$ cat src/include/fhc_pkg.sv
// constants and types for the flash host controller
// assumes a 100 MHz clock and one attached byte-wide flash device
package fhc_pkg;
    // clock and timing figures, times in ns
    localparam int CLK_NS = 10;
    localparam int WE_PULSE_NS = 50;
    localparam int ACCESS_NS = 120;
    localparam int BUSY_ASSERT_NS = 100;   // busy_assert_delay
    localparam int WAKE_READ_NS = 400;     // wake_read_delay
    localparam int WAKE_WRITE_NS = 1000;   // wake_write_delay
    // least times round up to whole cycles
    localparam int WE_PULSE_CYC = (WE_PULSE_NS + CLK_NS - 1) / CLK_NS;
    localparam int ACCESS_CYC = (ACCESS_NS + CLK_NS - 1) / CLK_NS;
    localparam int BUSY_ASSERT_CYC = (BUSY_ASSERT_NS + CLK_NS - 1) / CLK_NS;
    localparam int WAKE_READ_CYC = (WAKE_READ_NS + CLK_NS - 1) / CLK_NS;
    localparam int WAKE_WRITE_CYC = (WAKE_WRITE_NS + CLK_NS - 1) / CLK_NS;
    // extra cycles for the input synchronisers and the registered pins
    localparam int SYNC_CYC = 3;

    // device command bytes
    localparam logic [7:0] CMD_READ_ARRAY = 8'hFF;
    localparam logic [7:0] CMD_READ_STATUS = 8'h70;
    localparam logic [7:0] CMD_CLEAR_STATUS = 8'h50;
    localparam logic [7:0] CMD_PROG_SETUP = 8'h40;
    localparam logic [7:0] CMD_ERASE_SETUP = 8'h20;
    localparam logic [7:0] CMD_CONFIRM = 8'hD0;

    // device status bits and the value after power-down
    localparam int SR_VLOW = 3;
    localparam int SR_PFAIL = 4;
    localparam int SR_EFAIL = 5;
    localparam logic [7:0] SR_RESET = 8'h80;

    // software register offsets
    localparam logic [7:0] REG_CTRL = 8'h00;
    localparam logic [7:0] REG_ADDR = 8'h04;
    localparam logic [7:0] REG_WDATA = 8'h08;
    localparam logic [7:0] REG_STATUS = 8'h0C;
    localparam logic [7:0] REG_RDATA = 8'h10;
    localparam int ST_ABORT_BIT = 5;
    localparam int ST_REFUSE_BIT = 6;

    typedef enum logic [2:0] {
        OP_NONE, OP_READ, OP_PROG, OP_ERASE, OP_STATUS, OP_CLEAR, OP_SLEEP, OP_WAKE
    } fhc_op_t;

    typedef enum logic [2:0] {
        ST_IDLE, ST_STEP, ST_SETUP, ST_PULSE, ST_HOLD, ST_BUSY_LO, ST_BUSY_HI
    } fhc_state_t;

    typedef enum logic [1:0] {ACT_WRITE, ACT_READ, ACT_WAIT, ACT_DONE} fhc_act_t;

    typedef struct packed {
        logic ce_n;
        logic oe_n;
        logic we_n;
        logic powerdown_reset_n;
    } fhc_pins_t;

    typedef struct packed {
        logic [7:0] last_sr;
        logic array_mode;
        logic refused;
        logic aborted;
        logic erase_fail;
        logic prog_fail;
        logic vlow_lock;
        logic asleep;
        logic busy;
    } fhc_stat_t;
endpackage

$ cat src/rtl/fhc_host.sv
// host controller that drives one byte-wide flash over its pins
// assumes the flash pins are asynchronous; dq needs an external tri-state
//
// Summary of operation
// device pulls busy low after command
// device returns ready when sequencer done
// device drives ready pin at all times
// ready stays high suspended or asleep
// voltage-low flag locks writes until clear
// device flags program or erase failure
// power-down during operation aborts; repeat it
// power-down resets status upper bits 10000
// command latch unaffected by supply, select
// latch enters read array at wake
// issue read array before array reads
// write needs both write and select low
// array changes only after two-step sequence
// asleep device ignores all control inputs
// wait wake delays before any access
// deselected device keeps outputs off
// read array command is FFH
// asleep device floats its data bus
//
// Design decisions made here: the strobed register port and the placing of the registers.
module fhc_host (
    // clock, reset, enable
    input wire logic mclk_in,
    input wire logic sys_rst_in,
    input wire logic clk_en_in,
    // software register port
    input wire logic [7:0] sw_addr_in,
    input wire logic [31:0] sw_wdata_in,
    input wire logic sw_wr_in,
    input wire logic sw_rd_in,
    output logic [31:0] sw_rdata_out,
    // flash pins
    output logic [19:0] flash_addr_out,
    output fhc_pkg::fhc_pins_t flash_ctl_out,
    output logic [7:0] flash_dq_out,
    output logic flash_dq_oe_out,
    input wire logic [7:0] flash_dq_in,
    input wire logic sequencer_idle_in
);
    localparam logic [7:0] WE_LAST = 8'(fhc_pkg::WE_PULSE_CYC - 1);
    localparam logic [7:0] RD_LAST = 8'(fhc_pkg::ACCESS_CYC + fhc_pkg::SYNC_CYC - 1);
    localparam logic [7:0] BUSY_LAST = 8'(fhc_pkg::BUSY_ASSERT_CYC + fhc_pkg::SYNC_CYC);
    localparam logic [11:0] WAKE_RD = 12'(fhc_pkg::WAKE_READ_CYC);
    localparam logic [11:0] WAKE_WR = 12'(fhc_pkg::WAKE_WRITE_CYC);

    fhc_pkg::fhc_state_t state;
    fhc_pkg::fhc_op_t op;
    fhc_pkg::fhc_op_t req_op;
    fhc_pkg::fhc_act_t act_kind;
    fhc_pkg::fhc_stat_t stat;
    logic [7:0] act_byte;
    logic [3:0] step;
    logic [7:0] cnt;
    logic [19:0] addr_reg;
    logic [7:0] wdata_reg;
    logic [7:0] rdata_reg;
    logic [7:0] last_sr;
    logic [7:0] bus_byte;
    logic [11:0] wake_cnt;
    logic is_read;
    logic array_mode;
    logic refused;
    logic aborted;
    logic pd_n;
    logic idle_meta;
    logic idle_sync;
    logic [7:0] dq_meta;
    logic [7:0] dq_sync;
    logic ctrl_wr;
    logic busy;
    logic start_ok;
    logic sleep_ev;
    logic wake_ev;
    logic refuse_ev;
    logic abort_ev;
    logic pulse_end;

    // request decode from the software port
    assign ctrl_wr = sw_wr_in && (sw_addr_in == fhc_pkg::REG_CTRL);
    assign req_op = fhc_pkg::fhc_op_t'(sw_wdata_in[2:0]);
    assign busy = (state != fhc_pkg::ST_IDLE);
    assign sleep_ev = ctrl_wr && (req_op == fhc_pkg::OP_SLEEP);
    assign wake_ev = ctrl_wr && (req_op == fhc_pkg::OP_WAKE) && !pd_n;
    assign abort_ev = sleep_ev && busy;
    // program and erase stay locked while the voltage-low flag is seen
    assign start_ok = ctrl_wr && pd_n && !busy
        && (req_op inside {fhc_pkg::OP_READ, fhc_pkg::OP_STATUS, fhc_pkg::OP_CLEAR}
        || ((req_op == fhc_pkg::OP_PROG || req_op == fhc_pkg::OP_ERASE)
        && !last_sr[fhc_pkg::SR_VLOW]));
    assign refuse_ev = ctrl_wr && !start_ok && !sleep_ev && !wake_ev;
    assign pulse_end = (state == fhc_pkg::ST_PULSE) && (cnt == (is_read ? RD_LAST : WE_LAST));

    // two-flop synchronisers for the asynchronous pins
    always_ff @(posedge mclk_in or posedge sys_rst_in) begin
        if (sys_rst_in) begin
            idle_meta <= 1'b1;
            idle_sync <= 1'b1;
            dq_meta <= 8'h00;
            dq_sync <= 8'h00;
        end else if (clk_en_in) begin
            idle_meta <= sequencer_idle_in;
            idle_sync <= idle_meta;
            dq_meta <= flash_dq_in;
            dq_sync <= dq_meta;
        end
    end

    // step table: each operation as a list of bus actions
    always_comb begin
        act_kind = fhc_pkg::ACT_DONE;
        act_byte = fhc_pkg::CMD_READ_ARRAY;
        case (op)
            fhc_pkg::OP_READ: begin
                // the array read is preceded by read array unless already there
                if (step == 4'h0) begin
                    act_kind = fhc_pkg::ACT_WRITE;
                end else if (step == 4'h1) begin
                    act_kind = fhc_pkg::ACT_READ;
                end
            end
            fhc_pkg::OP_PROG, fhc_pkg::OP_ERASE: begin
                case (step)
                    4'h0: begin
                        act_kind = fhc_pkg::ACT_WRITE;
                        act_byte = (op == fhc_pkg::OP_PROG) ? fhc_pkg::CMD_PROG_SETUP
                            : fhc_pkg::CMD_ERASE_SETUP;
                    end
                    4'h1: begin
                        act_kind = fhc_pkg::ACT_WRITE;
                        act_byte = (op == fhc_pkg::OP_PROG) ? wdata_reg : fhc_pkg::CMD_CONFIRM;
                    end
                    4'h2: act_kind = fhc_pkg::ACT_WAIT;
                    4'h3: begin
                        act_kind = fhc_pkg::ACT_WRITE;
                        act_byte = fhc_pkg::CMD_READ_STATUS;
                    end
                    4'h4: act_kind = fhc_pkg::ACT_READ;
                    4'h5: act_kind = fhc_pkg::ACT_WRITE;
                    default: act_kind = fhc_pkg::ACT_DONE;
                endcase
            end
            fhc_pkg::OP_STATUS: begin
                if (step == 4'h0) begin
                    act_kind = fhc_pkg::ACT_WRITE;
                    act_byte = fhc_pkg::CMD_READ_STATUS;
                end else if (step == 4'h1) begin
                    act_kind = fhc_pkg::ACT_READ;
                end else if (step == 4'h2) begin
                    act_kind = fhc_pkg::ACT_WRITE;
                end
            end
            fhc_pkg::OP_CLEAR: begin
                if (step == 4'h0) begin
                    act_kind = fhc_pkg::ACT_WRITE;
                    act_byte = fhc_pkg::CMD_CLEAR_STATUS;
                end else if (step == 4'h1) begin
                    act_kind = fhc_pkg::ACT_WRITE;
                end
            end
            default: act_kind = fhc_pkg::ACT_DONE;
        endcase
    end

    // main sequencer; a sleep request cuts any operation short
    always_ff @(posedge mclk_in or posedge sys_rst_in) begin
        if (sys_rst_in) begin
            state <= fhc_pkg::ST_IDLE;
            step <= 4'h0;
            cnt <= 8'h00;
            is_read <= 1'b0;
            bus_byte <= 8'h00;
        end else if (clk_en_in) begin
            if (sleep_ev) begin
                state <= fhc_pkg::ST_IDLE;
            end else begin
                case (state)
                    fhc_pkg::ST_IDLE: begin
                        if (start_ok) begin
                            state <= fhc_pkg::ST_STEP;
                            step <= (req_op == fhc_pkg::OP_READ && array_mode) ? 4'h1 : 4'h0;
                        end
                    end
                    fhc_pkg::ST_STEP: begin
                        case (act_kind)
                            fhc_pkg::ACT_WRITE: begin
                                // no write strobe before the wake write delay
                                if (wake_cnt >= WAKE_WR) begin
                                    state <= fhc_pkg::ST_SETUP;
                                    is_read <= 1'b0;
                                    bus_byte <= act_byte;
                                end
                            end
                            fhc_pkg::ACT_READ: begin
                                if (wake_cnt >= WAKE_RD) begin
                                    state <= fhc_pkg::ST_SETUP;
                                    is_read <= 1'b1;
                                end
                            end
                            fhc_pkg::ACT_WAIT: begin
                                state <= fhc_pkg::ST_BUSY_LO;
                                cnt <= 8'h00;
                            end
                            default: state <= fhc_pkg::ST_IDLE;
                        endcase
                    end
                    fhc_pkg::ST_SETUP: begin
                        state <= fhc_pkg::ST_PULSE;
                        cnt <= 8'h00;
                    end
                    fhc_pkg::ST_PULSE: begin
                        cnt <= cnt + 8'h01;
                        if (pulse_end) begin
                            state <= fhc_pkg::ST_HOLD;
                        end
                    end
                    fhc_pkg::ST_HOLD: begin
                        state <= fhc_pkg::ST_STEP;
                        step <= step + 4'h1;
                    end
                    fhc_pkg::ST_BUSY_LO: begin
                        // a very short operation may finish before busy is seen
                        cnt <= cnt + 8'h01;
                        if (!idle_sync || cnt == BUSY_LAST) begin
                            state <= fhc_pkg::ST_BUSY_HI;
                        end
                    end
                    fhc_pkg::ST_BUSY_HI: begin
                        // no timeout: a hung device is left by a sleep request
                        if (idle_sync) begin
                            state <= fhc_pkg::ST_STEP;
                            step <= step + 4'h1;
                        end
                    end
                    default: state <= fhc_pkg::ST_IDLE;
                endcase
            end
        end
    end

    // operation register, power-down level and wake counter
    always_ff @(posedge mclk_in or posedge sys_rst_in) begin
        if (sys_rst_in) begin
            op <= fhc_pkg::OP_NONE;
            pd_n <= 1'b1;
            wake_cnt <= 12'h000;
        end else if (clk_en_in) begin
            if (start_ok || sleep_ev || wake_ev) begin
                op <= req_op;
            end
            if (sleep_ev) begin
                pd_n <= 1'b0;
            end else if (wake_ev) begin
                pd_n <= 1'b1;
            end
            // counts from the pin so the delay runs from the real edge
            if (!flash_ctl_out.powerdown_reset_n) begin
                wake_cnt <= 12'h000;
            end else if (wake_cnt != 12'hFFF) begin
                wake_cnt <= wake_cnt + 12'h001;
            end
        end
    end

    // captured data, mirrored device status and read array tracking
    always_ff @(posedge mclk_in or posedge sys_rst_in) begin
        if (sys_rst_in) begin
            rdata_reg <= 8'h00;
            last_sr <= fhc_pkg::SR_RESET;
            array_mode <= 1'b1;
        end else if (clk_en_in) begin
            if (sleep_ev) begin
                last_sr <= fhc_pkg::SR_RESET;  // device status resets on power-down
                array_mode <= 1'b1;            // device wakes in read array
            end else if (pulse_end && is_read) begin
                if (op == fhc_pkg::OP_READ) begin
                    rdata_reg <= dq_sync;
                end else begin
                    last_sr <= dq_sync;
                end
            end else if (state == fhc_pkg::ST_HOLD && !is_read) begin
                array_mode <= (bus_byte == fhc_pkg::CMD_READ_ARRAY);
                if (bus_byte == fhc_pkg::CMD_CLEAR_STATUS && op == fhc_pkg::OP_CLEAR) begin
                    last_sr[fhc_pkg::SR_EFAIL:fhc_pkg::SR_VLOW] <= 3'h0;
                end
            end
        end
    end

    // pins are registered from the state, so strobes never glitch
    always_ff @(posedge mclk_in or posedge sys_rst_in) begin
        if (sys_rst_in) begin
            flash_ctl_out <= '{ce_n: 1'b1, oe_n: 1'b1, we_n: 1'b1, powerdown_reset_n: 1'b1};
            flash_addr_out <= 20'h0_0000;
            flash_dq_out <= 8'h00;
            flash_dq_oe_out <= 1'b0;
        end else if (clk_en_in) begin
            flash_ctl_out.ce_n <= !(state inside
                {fhc_pkg::ST_SETUP, fhc_pkg::ST_PULSE, fhc_pkg::ST_HOLD});
            flash_ctl_out.we_n <= !(state == fhc_pkg::ST_PULSE && !is_read);
            flash_ctl_out.oe_n <= !(state == fhc_pkg::ST_PULSE && is_read);
            flash_ctl_out.powerdown_reset_n <= pd_n;
            flash_addr_out <= addr_reg;
            flash_dq_out <= bus_byte;
            // dq is driven only across a write, never while oe is low
            flash_dq_oe_out <= !is_read && (state inside
                {fhc_pkg::ST_SETUP, fhc_pkg::ST_PULSE, fhc_pkg::ST_HOLD});
        end
    end

    // software writes; sticky flags, a new event wins over its clear
    always_ff @(posedge mclk_in or posedge sys_rst_in) begin
        if (sys_rst_in) begin
            addr_reg <= 20'h0_0000;
            wdata_reg <= 8'h00;
            refused <= 1'b0;
            aborted <= 1'b0;
        end else if (clk_en_in) begin
            if (sw_wr_in && sw_addr_in == fhc_pkg::REG_ADDR && !busy) begin
                addr_reg <= sw_wdata_in[19:0];
            end
            if (sw_wr_in && sw_addr_in == fhc_pkg::REG_WDATA && !busy) begin
                wdata_reg <= sw_wdata_in[7:0];
            end
            if (refuse_ev) begin
                refused <= 1'b1;
            end else if (sw_wr_in && sw_addr_in == fhc_pkg::REG_STATUS
                && sw_wdata_in[fhc_pkg::ST_REFUSE_BIT]) begin
                refused <= 1'b0;
            end
            if (abort_ev) begin
                aborted <= 1'b1;
            end else if (sw_wr_in && sw_addr_in == fhc_pkg::REG_STATUS
                && sw_wdata_in[fhc_pkg::ST_ABORT_BIT]) begin
                aborted <= 1'b0;
            end
        end
    end

    // status word seen by software
    assign stat = '{last_sr: last_sr, array_mode: array_mode, refused: refused,
        aborted: aborted, erase_fail: last_sr[fhc_pkg::SR_EFAIL],
        prog_fail: last_sr[fhc_pkg::SR_PFAIL], vlow_lock: last_sr[fhc_pkg::SR_VLOW],
        asleep: !pd_n, busy: busy};

    // read data stand only in the cycle after the strobe
    always_ff @(posedge mclk_in or posedge sys_rst_in) begin
        if (sys_rst_in) begin
            sw_rdata_out <= 32'h0000_0000;
        end else if (clk_en_in) begin
            sw_rdata_out <= 32'h0000_0000;
            if (sw_rd_in) begin
                case (sw_addr_in)
                    fhc_pkg::REG_CTRL: sw_rdata_out <= {29'h0, op};
                    fhc_pkg::REG_ADDR: sw_rdata_out <= {12'h000, addr_reg};
                    fhc_pkg::REG_WDATA: sw_rdata_out <= {24'h00_0000, wdata_reg};
                    fhc_pkg::REG_STATUS: sw_rdata_out <= {16'h0000, stat};
                    fhc_pkg::REG_RDATA: sw_rdata_out <= {24'h00_0000, rdata_reg};
                    default: sw_rdata_out <= 32'h0000_0000;
                endcase
            end
        end
    end
endmodule

$ cat config.mk
export PLATFORM = sky130hd
export DESIGN_NAME = fhc_host
export DESIGN_NICKNAME = d
export VERILOG_FILES = /design/src/include/fhc_pkg.sv /design/src/rtl/fhc_host.sv
export SDC_FILE = /design/constraint.sdc
export NUM_CORES = 1
export LEC_CHECK = 0
export BUFFER_PORTS_ARGS = -buffer_cell sky130_fd_sc_hd__buf_2
export CAP_MARGIN = 20
export CORE_UTILIZATION = 57
export CTS_CLUSTER_DIAMETER = 40
export DETAILED_ROUTE_END_ITERATION = 7
export PLACE_DENSITY = 0.8
export REMOVE_ABC_BUFFERS = 1
export SYNTH_ARGS = -nofsm -noshare
export SYNTH_HDL_FRONTEND = slang
export SYNTH_SLANG_ARGS = --single-unit
$ cat constraint.sdc
create_clock -name mclk_in -period 6.35 [get_ports mclk_in]
set_input_delay 0.3175 -clock mclk_in [delete_from_list [all_inputs] [get_ports mclk_in]]
set_output_delay 0.3175 -clock mclk_in [all_outputs]
set_load 0.05 [all_outputs]
After elaboration in Yosys (flattened, before gate mapping). Cells that the tools add are included.

Add/subtract/negate cells: 3. Muxes and demuxes: 54. Bitwise operators: 1. Eq/ne operators: 49. Reduce and logical (&&, ||, !) cells: 79. Order comparisons: 2.

Operator list (number): 20-bit case mux with 5 select lines (1); 8-bit case mux with 3 select lines (3); 8-bit 2-to-1 mux (6); 3-bit 2-to-1 mux (11); 3-bit equality test, second input constant (9); 1-bit logical AND (27); 8-bit by 4-bit equality test with 1-bit output, second input constant (3); 12-bit 2-to-1 mux (2); 3-bit case mux with 7 select lines (1); 3-bit nonzero test (7); 20-bit 2-to-1 mux (1); 3-bit by 2-bit equality test with 1-bit output, second input constant (6); 2-bit 2-to-1 mux (8); 3-bit != test, second input constant (5); 2-bit AND reduction (7); 12-bit by 1-bit adder with 12-bit output, second input constant (1); 12-bit by 6-bit >= comparator with 1-bit output, second input constant (1); 12-bit by 7-bit >= comparator with 1-bit output, second input constant (1); 1-bit 2-to-1 mux (12); 4-bit 2-to-1 mux (3); 12-bit != test, second input constant (1); 2-bit != test, second input constant (6); 4-bit case mux with 3 select lines (1); 4-bit AND reduction (3); 34 further kinds (62).

Register bits: 170. Bits of input ports: 54.

Longest topological paths before layout. Gate-level depths: netlist of run 1.

Depth after elaboration: 11. Depth in mapped cells: 10.

Worst setup path before layout of run 1. No wires, ideal clock.

Path kind: register to register. Start: reg step[0]. End: reg bus_byte[0]. Data arrival time: 2.319 ns. Buffers on the path: 2. Required time: 6.223 ns. Setup time: 0.127 ns. Path slack: 3.903 ns. Period minus slack after synthesis: 2.447 ns. Stages on the path, launching flop included: 10. Cells stage by stage: dfrtp_1 -> inv_1 -> ha_1 -> buf_2 -> nor2_2 -> a2111oi_2 -> o21ai_1 -> nor4b_2 -> buf_4 -> mux2_1.

Cells in the longest elaborated chain, start to end: 7. Elaborated cells between the ends (all ways): 22. Those cells by class: eq/ne (5); mux (13); reduce/logical (4).

Ends and longest elaborated chain: start, declared (RTL line fhc_host.sv:56) `logic [3:0] step;`; start signal, assigned (RTL line fhc_host.sv:184) `step <= (req_op == fhc_pkg::OP_READ && array_mode) ? 4'h1 : 4'h0;`; start signal, assigned (RTL line fhc_host.sv:222) `step <= step + 4'h1;`; start signal, assigned (RTL line fhc_host.sv:235) `step <= step + 4'h1;`; 4-bit by 2-bit equality test with 1-bit output (RTL line fhc_host.sv:126, fhc_host.sv:152); 2-bit 2-to-1 mux (RTL line fhc_host.sv:152) `end else if (step == 4'h2) begin`; 2-bit 2-to-1 mux (RTL line fhc_host.sv:150) `end else if (step == 4'h1) begin`; 2-bit 2-to-1 mux (RTL line fhc_host.sv:147) `if (step == 4'h0) begin`; 2-bit case mux with 4 select lines (RTL line fhc_host.sv:116) `case (op)`; 2-bit zero test (RTL line fhc_host.sv:188) `case (act_kind)`; 5-bit AND reduction (no line); end signal, assigned (RTL line fhc_host.sv:194) `bus_byte <= act_byte;`; end, declared (RTL line fhc_host.sv:62) `logic [7:0] bus_byte;`.

Several ways; a longest one is shown, not always the timed one. A chain may end at the register's enable or synchronous reset.

Worst setup path after layout of run 1.
Start: reg step[0]. End: reg bus_byte[2].

The elaborated chain is that of the path after synthesis.

==> results of run 1 <==
## kinds of logic after synthesis
group / count (synthesis) / share of synthesized area (%)
AO/OA/AOI/OAI: 141 / 12.85
XOR/XNOR: 4 / 0.4618
adder cells (fa/ha/maj): 8 / 1.320
buffers and inverters: 63 / 3.827
flip-flops: 158 / 52.27
multiplexers: 101 / 14.88
other: 1 / 0.04943
AND/OR/NAND/NOR: 209 / 14.35
## stage by stage
stage,util (%),std cells,hold WS (ns)
after floorplan,-,658,0.3796
after global placement,63.82,928,0.4566
after detailed placement,63.82,928,0.4665
after CTS,68.57,960,0.07811
after global routing,68.84,962,0.09979
final,68.84,962,0.01129
## per-layer routing
layer  up-vias  global-route usage (%)
met1      2943                   35.19
met3        44                   7.490
li1       2675                       -
met4         0                   12.58
met2       234                   43.75
met5         -                       0
## worst register-to-register path, cell delays in order, from the launching register on
cell	delay, ns
dfrtp_1	0.44
inv_1	0.13
ha_1	0.34
nor2_2	0.14
a2111oi_2	0.52
o21ai_1	0.20
nor4b_2	0.35
clkbuf_4	0.29
mux2_1	0.34
## placed cells by master (no fill, tap or decap), drive strengths merged, types with 3 or more instances in the layout
| cell | synthesis | routed |
|---|---|---|
| nand2b | 7 | 7 |
| and3 | 6 | 6 |
| conb | 1 | 12 |
| o21ai | 40 | 40 |
| a21oi | 18 | 18 |
| nor3b | 4 | 4 |
| ha | 8 | 8 |
| nor4b | 3 | 3 |
| o21bai | 3 | 3 |
| buf | 17 | 99 |
| dfrtp | 149 | 149 |
| nand2 | 61 | 61 |
| nand4 | 14 | 14 |
| a22o | 10 | 10 |
| nor2b | 7 | 7 |
| o211ai | 3 | 3 |
| a22oi | 8 | 8 |
| xor2 | 4 | 4 |
| dfstp | 9 | 9 |
| bufinv | 0 | 4 |
| a31oi | 7 | 7 |
| o31ai | 13 | 13 |
| nor4 | 7 | 7 |
| nor3 | 18 | 18 |
| mux2i | 7 | 7 |
| or3 | 5 | 5 |
| mux2 | 94 | 94 |
| a211o | 3 | 3 |
| o2bb2ai | 8 | 8 |
| o41ai | 3 | 3 |
| inv | 25 | 27 |
| o22ai | 5 | 5 |
| a221oi | 5 | 5 |
| nand3 | 18 | 18 |
| nor2 | 43 | 43 |
| clkbuf | 21 | 23 |
| or2 | 5 | 5 |
## final cells by class
| cell class | instances | share of cell area, % |
|---|---|---|
| Sequential cell | 158 | 45.09 |
| Clock inverter | 10 | 1.850 |
| Timing Repair Buffer | 100 | 6.090 |
| Tap cell | 172 | 2.447 |
| Inverter | 25 | 1.124 |
| Clock buffer | 22 | 5.051 |
| Multi-Input combinational cell | 475 | 38.35 |
## worst max-delay path by stage
stage                              to           from  cells after the start
final                     bus_byte[2]        step[0]                      8
after global routing      bus_byte[3]        step[0]                      8
after CTS                 bus_byte[2]        step[0]                      7
after detailed placement  bus_byte[2]        step[0]                      7
after floorplan               aborted     sys_rst_in                      1
after global placement    addr_reg[0]  sw_addr_in[1]                      6
## power breakdown
group          total, W  switching, W  internal (W)
clock           0.00106      0.000401      0.000658
sequential      0.00115     0.0000832       0.00107
combinational  0.000413      0.000269      0.000144
total           0.00262      0.000754       0.00187
==> summary.txt, run 1 <==
Outcome
  • Outcome: finished clean

Synth
  • Synth top area share: 49.15%
  • Synthesized instance count: 685
  • Async S/R FF share, synth: 100.0%
  • Yosys top cell by area: dfrtp_1
  • Count leader, synth: dfrtp_1
  • Flops & latches, synth: 158
  • Synth Warn #: 0
  • Dominant cells by area after synthesis: dfrtp_1 (49%), mux2_2 (9.1%), mux2_1 (4.9%)
  • Number of flops mapped to enable cells by yosys: 0
  • Most frequent cells after synthesis: dfrtp_1 (149), mux2_2 (61), nand2_1 (61)
  • Ys flop type: dfrtp_1
  • Syn_area_per_cell: 11.07 sq um
  • Post-Syn Area: 7586 sq um
  • Sequential area share after synthesis: 52.27%
  • Post-synth cell types: 71

Placed design
  • Final GP Congestion: 0.8949
  • Post-Place Cell Area: 8152 sq um
  • Post-place setup slack: 3.166 ns
  • HPWL Detailed: 11.90 mm
  • I/O Buffers: 94

Routing
  • Initial DRC Count: 542
  • Post-DR wirelength/cell: 18.63 um
  • DR vias/cell: 6.129
  • Final wirelength: 17.92 mm
  • Met1 WL: 7.612 mm
  • DRC: 0
  • Met3 wire len: 1.004 mm
  • Met2 Routed Length: 8.820 mm
  • Post-DRT Antenna Nets: 0
  • Top Layer Used: met4
  • Vias: 5,896
  • Pre-antenna DRT Iters: 6

Power
  • Pwr dens: 298.2 nW/um^2
  • Power Total: 0.002622 W
  • Largest vdd supply drop: 0.1817 mV
  • Pleak: 4.201 nW

Worst setup path
  • R2R Path End: bus_byte[2]
  • Crit path arrival time: 3.19 ns
  • Max incr delay on CP: 0.52 ns
  • Startpoint types: register
  • CP Data Required Time: 6.66 ns
  • WS Path Type: register to register
  • R2r worst-path depth: 8
  • RR Startpoint: step[0]
  • Slowest-stage cell, CP: a2111oi_2
  • R2R setup slack: 3.47 ns
  • Critical-path maximum fanout: 11
  • Crit end category: register
  • Cell Chain, Critical Path: inv_1 -> ha_1 -> nor2_2 -> a2111oi_2 -> o21ai_1 -> nor4b_2 -> clkbuf_4 -> mux2_1
  • Delay-heaviest family, CP: compound AO/OA/AOI/OAI gates
  • Worst path bufs/invs: 2

Final layout
  • Multi-input logic area: 3372 sq um
  • ANT cells: 0
  • Final Cell Area: 8793 sq um
  • Layout cells sized above 1: 27.22%
  • Fill cell count: 906
  • Seq. cell area: 3965 sq um
  • Layout Nets: 839
  • Area growth syn-to-layout: 15.92%

Global routing
  • Vias in the first global route: 5,917
  • First-pass GRT wire length: 29.82 mm
  • Initial antenna violation count: 0
  • GRT Overall Usage: 27.53%
  • Largest net degree at the start of global routing: 94
  • GR Overflow Total: 0

Floorplan
  • Core area: 12,770 sq um
  • Row cnt: 41
  • Initial Util: 59.39%
  • Die Area: 13,770 sq um
  • IO Pins: 119
  • Chip Width: 117.4 um
  • Die Y: 117.4 um

STA
  • RSZ-0062 raised after global routing: no
  • Final Max Tran Viols: 0
  • Highest clock rate: 347.3 MHz
  • Worst Tran Pin Value: 0.8145 ns
  • Setup Viol. Count Final: 0
  • Max_slew headroom: 45.70%
  • Setup WS post-layout: 3.470 ns
  • Fin. Hold Viols: 0
  • Total negative slack: 0 ns
  • Worst clock skew: 0.008447 ns
  • Period utilization: 45.35%
  • Post-route minimum period: 2.880 ns

Clock tree
  • Post-CTS Setup Bufs: 0
  • Hold Buf Count CTS: 0
  • Clk sinks: 158
  • Htree depth: 4
  • Clock latency on the worst-skew pair: 0.43 ns
  • CTS Buf Count: 17
  • Clk slew on worst S/H paths: 0.06 ns
  • Bufs on Longest Clock Path: 2
  • CTS tree: yes
  • Clk root buf: clkbuf_16
  • Post_cts resized: 0

Flow run
  • Max-cap viol count: 0

Hold path
  • Hold Crit Class: input port to async pin
No activity file was read; power rests on OpenSTA's default activity.
==> run 2, diff against run 1 <==
--- a/config.mk
+++ b/config.mk
@@ -7,10 +7,10 @@
 export LEC_CHECK = 0
 export BUFFER_PORTS_ARGS = -buffer_cell sky130_fd_sc_hd__buf_2
 export CAP_MARGIN = 20
-export CORE_UTILIZATION = 57
+export CORE_UTILIZATION = 51
 export CTS_CLUSTER_DIAMETER = 40
 export DETAILED_ROUTE_END_ITERATION = 7
-export PLACE_DENSITY = 0.8
+export PLACE_DENSITY = 0.76
 export REMOVE_ABC_BUFFERS = 1
 export SYNTH_ARGS = -nofsm -noshare
 export SYNTH_HDL_FRONTEND = slang
==> constraint.sdc (replaced) <==
create_clock -name mclk_in -period 2.6 [get_ports mclk_in]
set_input_delay 0.13 -clock mclk_in [delete_from_list [all_inputs] [get_ports mclk_in]]
set_output_delay 0.13 -clock mclk_in [all_outputs]
set_load 0.05 [all_outputs]
==> run 2 against run 1 <==
  * Routed wire length increased by 4.1%
  * Global-route usage decreased by 1.7 points
  * Setup slack got worse by 3.4 ns
  * Critical endpoint is now bus_byte[7]
==> summary.txt, run 2 (synthesis gave the netlist of run 1 again) <==
Routing
  • Post-DR wirelength/cell: 18.23 um (-2.1%)
  • DRC: 0 (unchanged)
  • Post-DRT Antenna Nets: 0 (unchanged)
  • Vias: 5,987 (+1.5%)
  • Final wirelength: 18.65 mm (+4.1%)
  • Pre-antenna DRT Iters: 5 (-1)
  • Initial DRC Count: 367 (-32%)
  • DR vias/cell: 5.852 (-4.5%)

Worst setup path
  • Slowest-stage cell, CP: dfrtp_2
  • R2R setup slack: 0.11 ns (-3.36 ns)
  • CP most frequent cell: buf_4
  • WS Path Type: register to register
  • RR Startpoint: step[0]
  • R2R Path End: bus_byte[7]
  • CP Data Required Time: 2.90 ns (-3.76 ns)
  • Startpoint types: register
  • Crit path arrival time: 2.79 ns (-0.40 ns)
  • Crit end category: register
  • R2r worst-path depth: 9 (+1)
  • Max incr delay on CP: 0.44 ns (-0.08 ns)
  • Critical-path maximum fanout: 11 (unchanged)
  • Cell Chain, Critical Path: inv_1 -> ha_1 -> nor2_2 -> buf_4 -> a211oi_2 -> o21ai_1 -> nor4b_4 -> buf_4 -> mux2_1

Final layout
  • Final core utilization: 63.92% (-4.9 points)
  • Area growth syn-to-layout: 22.46%
  • Final Cell Area: 9290 sq um (+5.6%)
  • Layout cells sized above 1: 29.20% (+2.0 points)
  • Commonest non-fill, non-tap cell in the layout: dfrtp_1
  • ANT cells: 0 (unchanged)
  • Layout Cells excl Fill: 1,023 (+6.3%)
  • Layout Nets: 888 (+5.8%)
  • Fill cell count: 1,117 (+23%)
  • Most frequent cells in the layout: dfrtp_1 (148), buf_2 (94), nand2_1 (61), mux2_2 (61), nor2_1 (42)

Global routing
  • GRT Overall Usage: 25.86% (-1.7 points)
  • Initial antenna violation count: 0 (unchanged)
  • Vias in the first global route: 5,991 (+1.3%)
  • GR Overflow Total: 0 (unchanged)
  • First-pass GRT wire length: 29.94 mm (+0.40%)
  • Largest net degree at the start of global routing: 78 (-17%)

Floorplan
  • Initial Util: 52.20% (-7.2 points)
  • Die Y: 124.0 um (+5.6%)
  • Core area: 14,530 sq um (+14%)
  • Die Area: 15,370 sq um (+12%)
  • IO Pins: 119 (unchanged)
  • Row cnt: 44 (+7.3%)
  • Chip Width: 124.0 um (+5.6%)

Power
  • Seq pwr share: 42.3% (-1.5 points)
  • Pwr dens: 700.0 nW/um^2 (+130%)
  • Pleak: 4.441 nW (+5.7%)
  • Clock power frac: 39.1% (-1.3 points)
  • Fraction of power consumed by combinational cells: 18.6% (+2.8 points)
  • Net switching power: 0.001871 W (+150%)
  • Sw frac: 28.77% (+0.029 points)
  • Pint: 0.004632 W (+150%)
  • Largest vdd supply drop: 0.4448 mV (+140%)

Outcome
  • Outcome: finished clean

Hold path
  • Hold Path Stages: 2
  • Hold Path Origin: sw_wdata_in[1]
  • WHS Endpoint: wdata_reg[1]
  • Hold Crit Class: input port to register

STA
  • Period utilization: 95.62% (+50 points)
  • Post-route minimum period: 2.486 ns (-0.3937 ns)
  • Highest clock rate: 402.2 MHz (+16%)
  • Final Max Tran Viols: 0 (unchanged)
  • Fin. Hold Viols: 0 (unchanged)
  • Worst Tran Pin Value: 0.7443 ns (-0.07021 ns)
  • Max_slew headroom: 50.33% (+4.6 points)
  • Setup Viol. Count Final: 0 (unchanged)
  • Worst clock skew: 0.007841 ns (-0.0006057 ns)
  • RSZ-0062 raised after global routing: yes

Placed design
  • I/O Buffers: 94 (unchanged)
  • Post-Place Cell Area: 8369 sq um (+2.7%)
  • HPWL Detailed: 12.85 mm (+8.0%)
  • Final GP Congestion: 0.9033 (+0.94%)
  • Number of placed instances with taps included: 963 (+3.8%)

Clock tree
  • Htree depth: 4 (unchanged)
  • Clk slew on worst S/H paths: 0.06 ns (about the same)
  • CTS Buf Count: 17 (unchanged)
  • Clock latency on the worst-skew pair: 0.43 ns (about the same)
  • CTS tree: yes
  • Clk root buf: clkbuf_16
  • Clk sinks: 158 (unchanged)
  • Bufs on Longest Clock Path: 2 (unchanged)

Flow run
  • Max-cap viol count: 0 (unchanged)
## run 2: area by class of cell
cell class	count	area, sq um	share of cell area (%)
Clock buffer	24	511.7	5.508
Clock inverter	8	103.9	1.118
Inverter	25	98.84	1.064
Multi-Input combinational cell	475	3403	36.63
Sequential cell	158	3966	42.69
Tap cell	184	230.2	2.478
Timing Repair Buffer	149	975.9	10.51
## run 2: power groups by stage
stage | Sequential [W] | Clock (W) | Combinational, W
floorplan | 0.00287 | 0 | 0.000664
global placement | 0.00278 | 0 | 0.00111
detailed placement | 0.00279 | 0 | 0.00116
CTS | 0.00275 | 0.00257 | 0.00120
global route | 0.00277 | 0.00268 | 0.00133
finish | 0.00275 | 0.00254 | 0.00121
## run 2: worst max-delay path, delay by kind of cell, from the launching register on
| kind | cells | cell delay (ns) |
|---|---|---|
| buf+inv | 3 | 0.48 |
| compound gates | 2 | 0.48 |
| flops | 1 | 0.44 |
| simple gates | 2 | 0.40 |
| mux | 1 | 0.34 |
| fa+ha+maj | 1 | 0.22 |
## run 2: worst max path at each step
stage	start	end	slack [ns]
final	step[0]	bus_byte[7]	0.11
after CTS	step[0]	bus_byte[7]	0.02
after floorplan	sys_rst_in	aborted	-1.78
after global routing	step[0]	cnt[6]	0.002
after detailed placement	step[0]	bus_byte[7]	-0.09
after global placement	step[0]	bus_byte[2]	0.04
## run 2: per-stage QoR
step,TNS (ns),power [W],setup slack [ns],hold WS (ns)
2_1_floorplan,-271.05,0.003530,-1.778,0.1921
3_3_place_gp,0,0.003891,0.03998,0.1991
3_5_place_dp,-0.4132,0.003946,-0.09126,0.2128
4_1_cts,0,0.006521,0.01547,0.04176
5_1_grt,0,0.006775,0.001868,0.07084
6_report,0,0.006503,0.1140,0.06172
## run 2: layer usage
metal / track usage, % / vias to the layer above / wire (um)
li1: - / 2758 / -
met1: 33.53 / 3017 / 8129
met2: 43.19 / 182 / 9298
met3: 4.212 / 30 / 832
met4: 10.64 / 0 / 392
met5: 0 / - / 0
## run 2: what timing repair did
action | CTS | global route
pin swaps | 0 | 2
setup buffers | 0 | 1
hold endpoints to repair | 79 | 0
endpoints found under the setup margin | 5 | 12
hold buffers | 27 | 0
gates resized for setup | 1 | 4
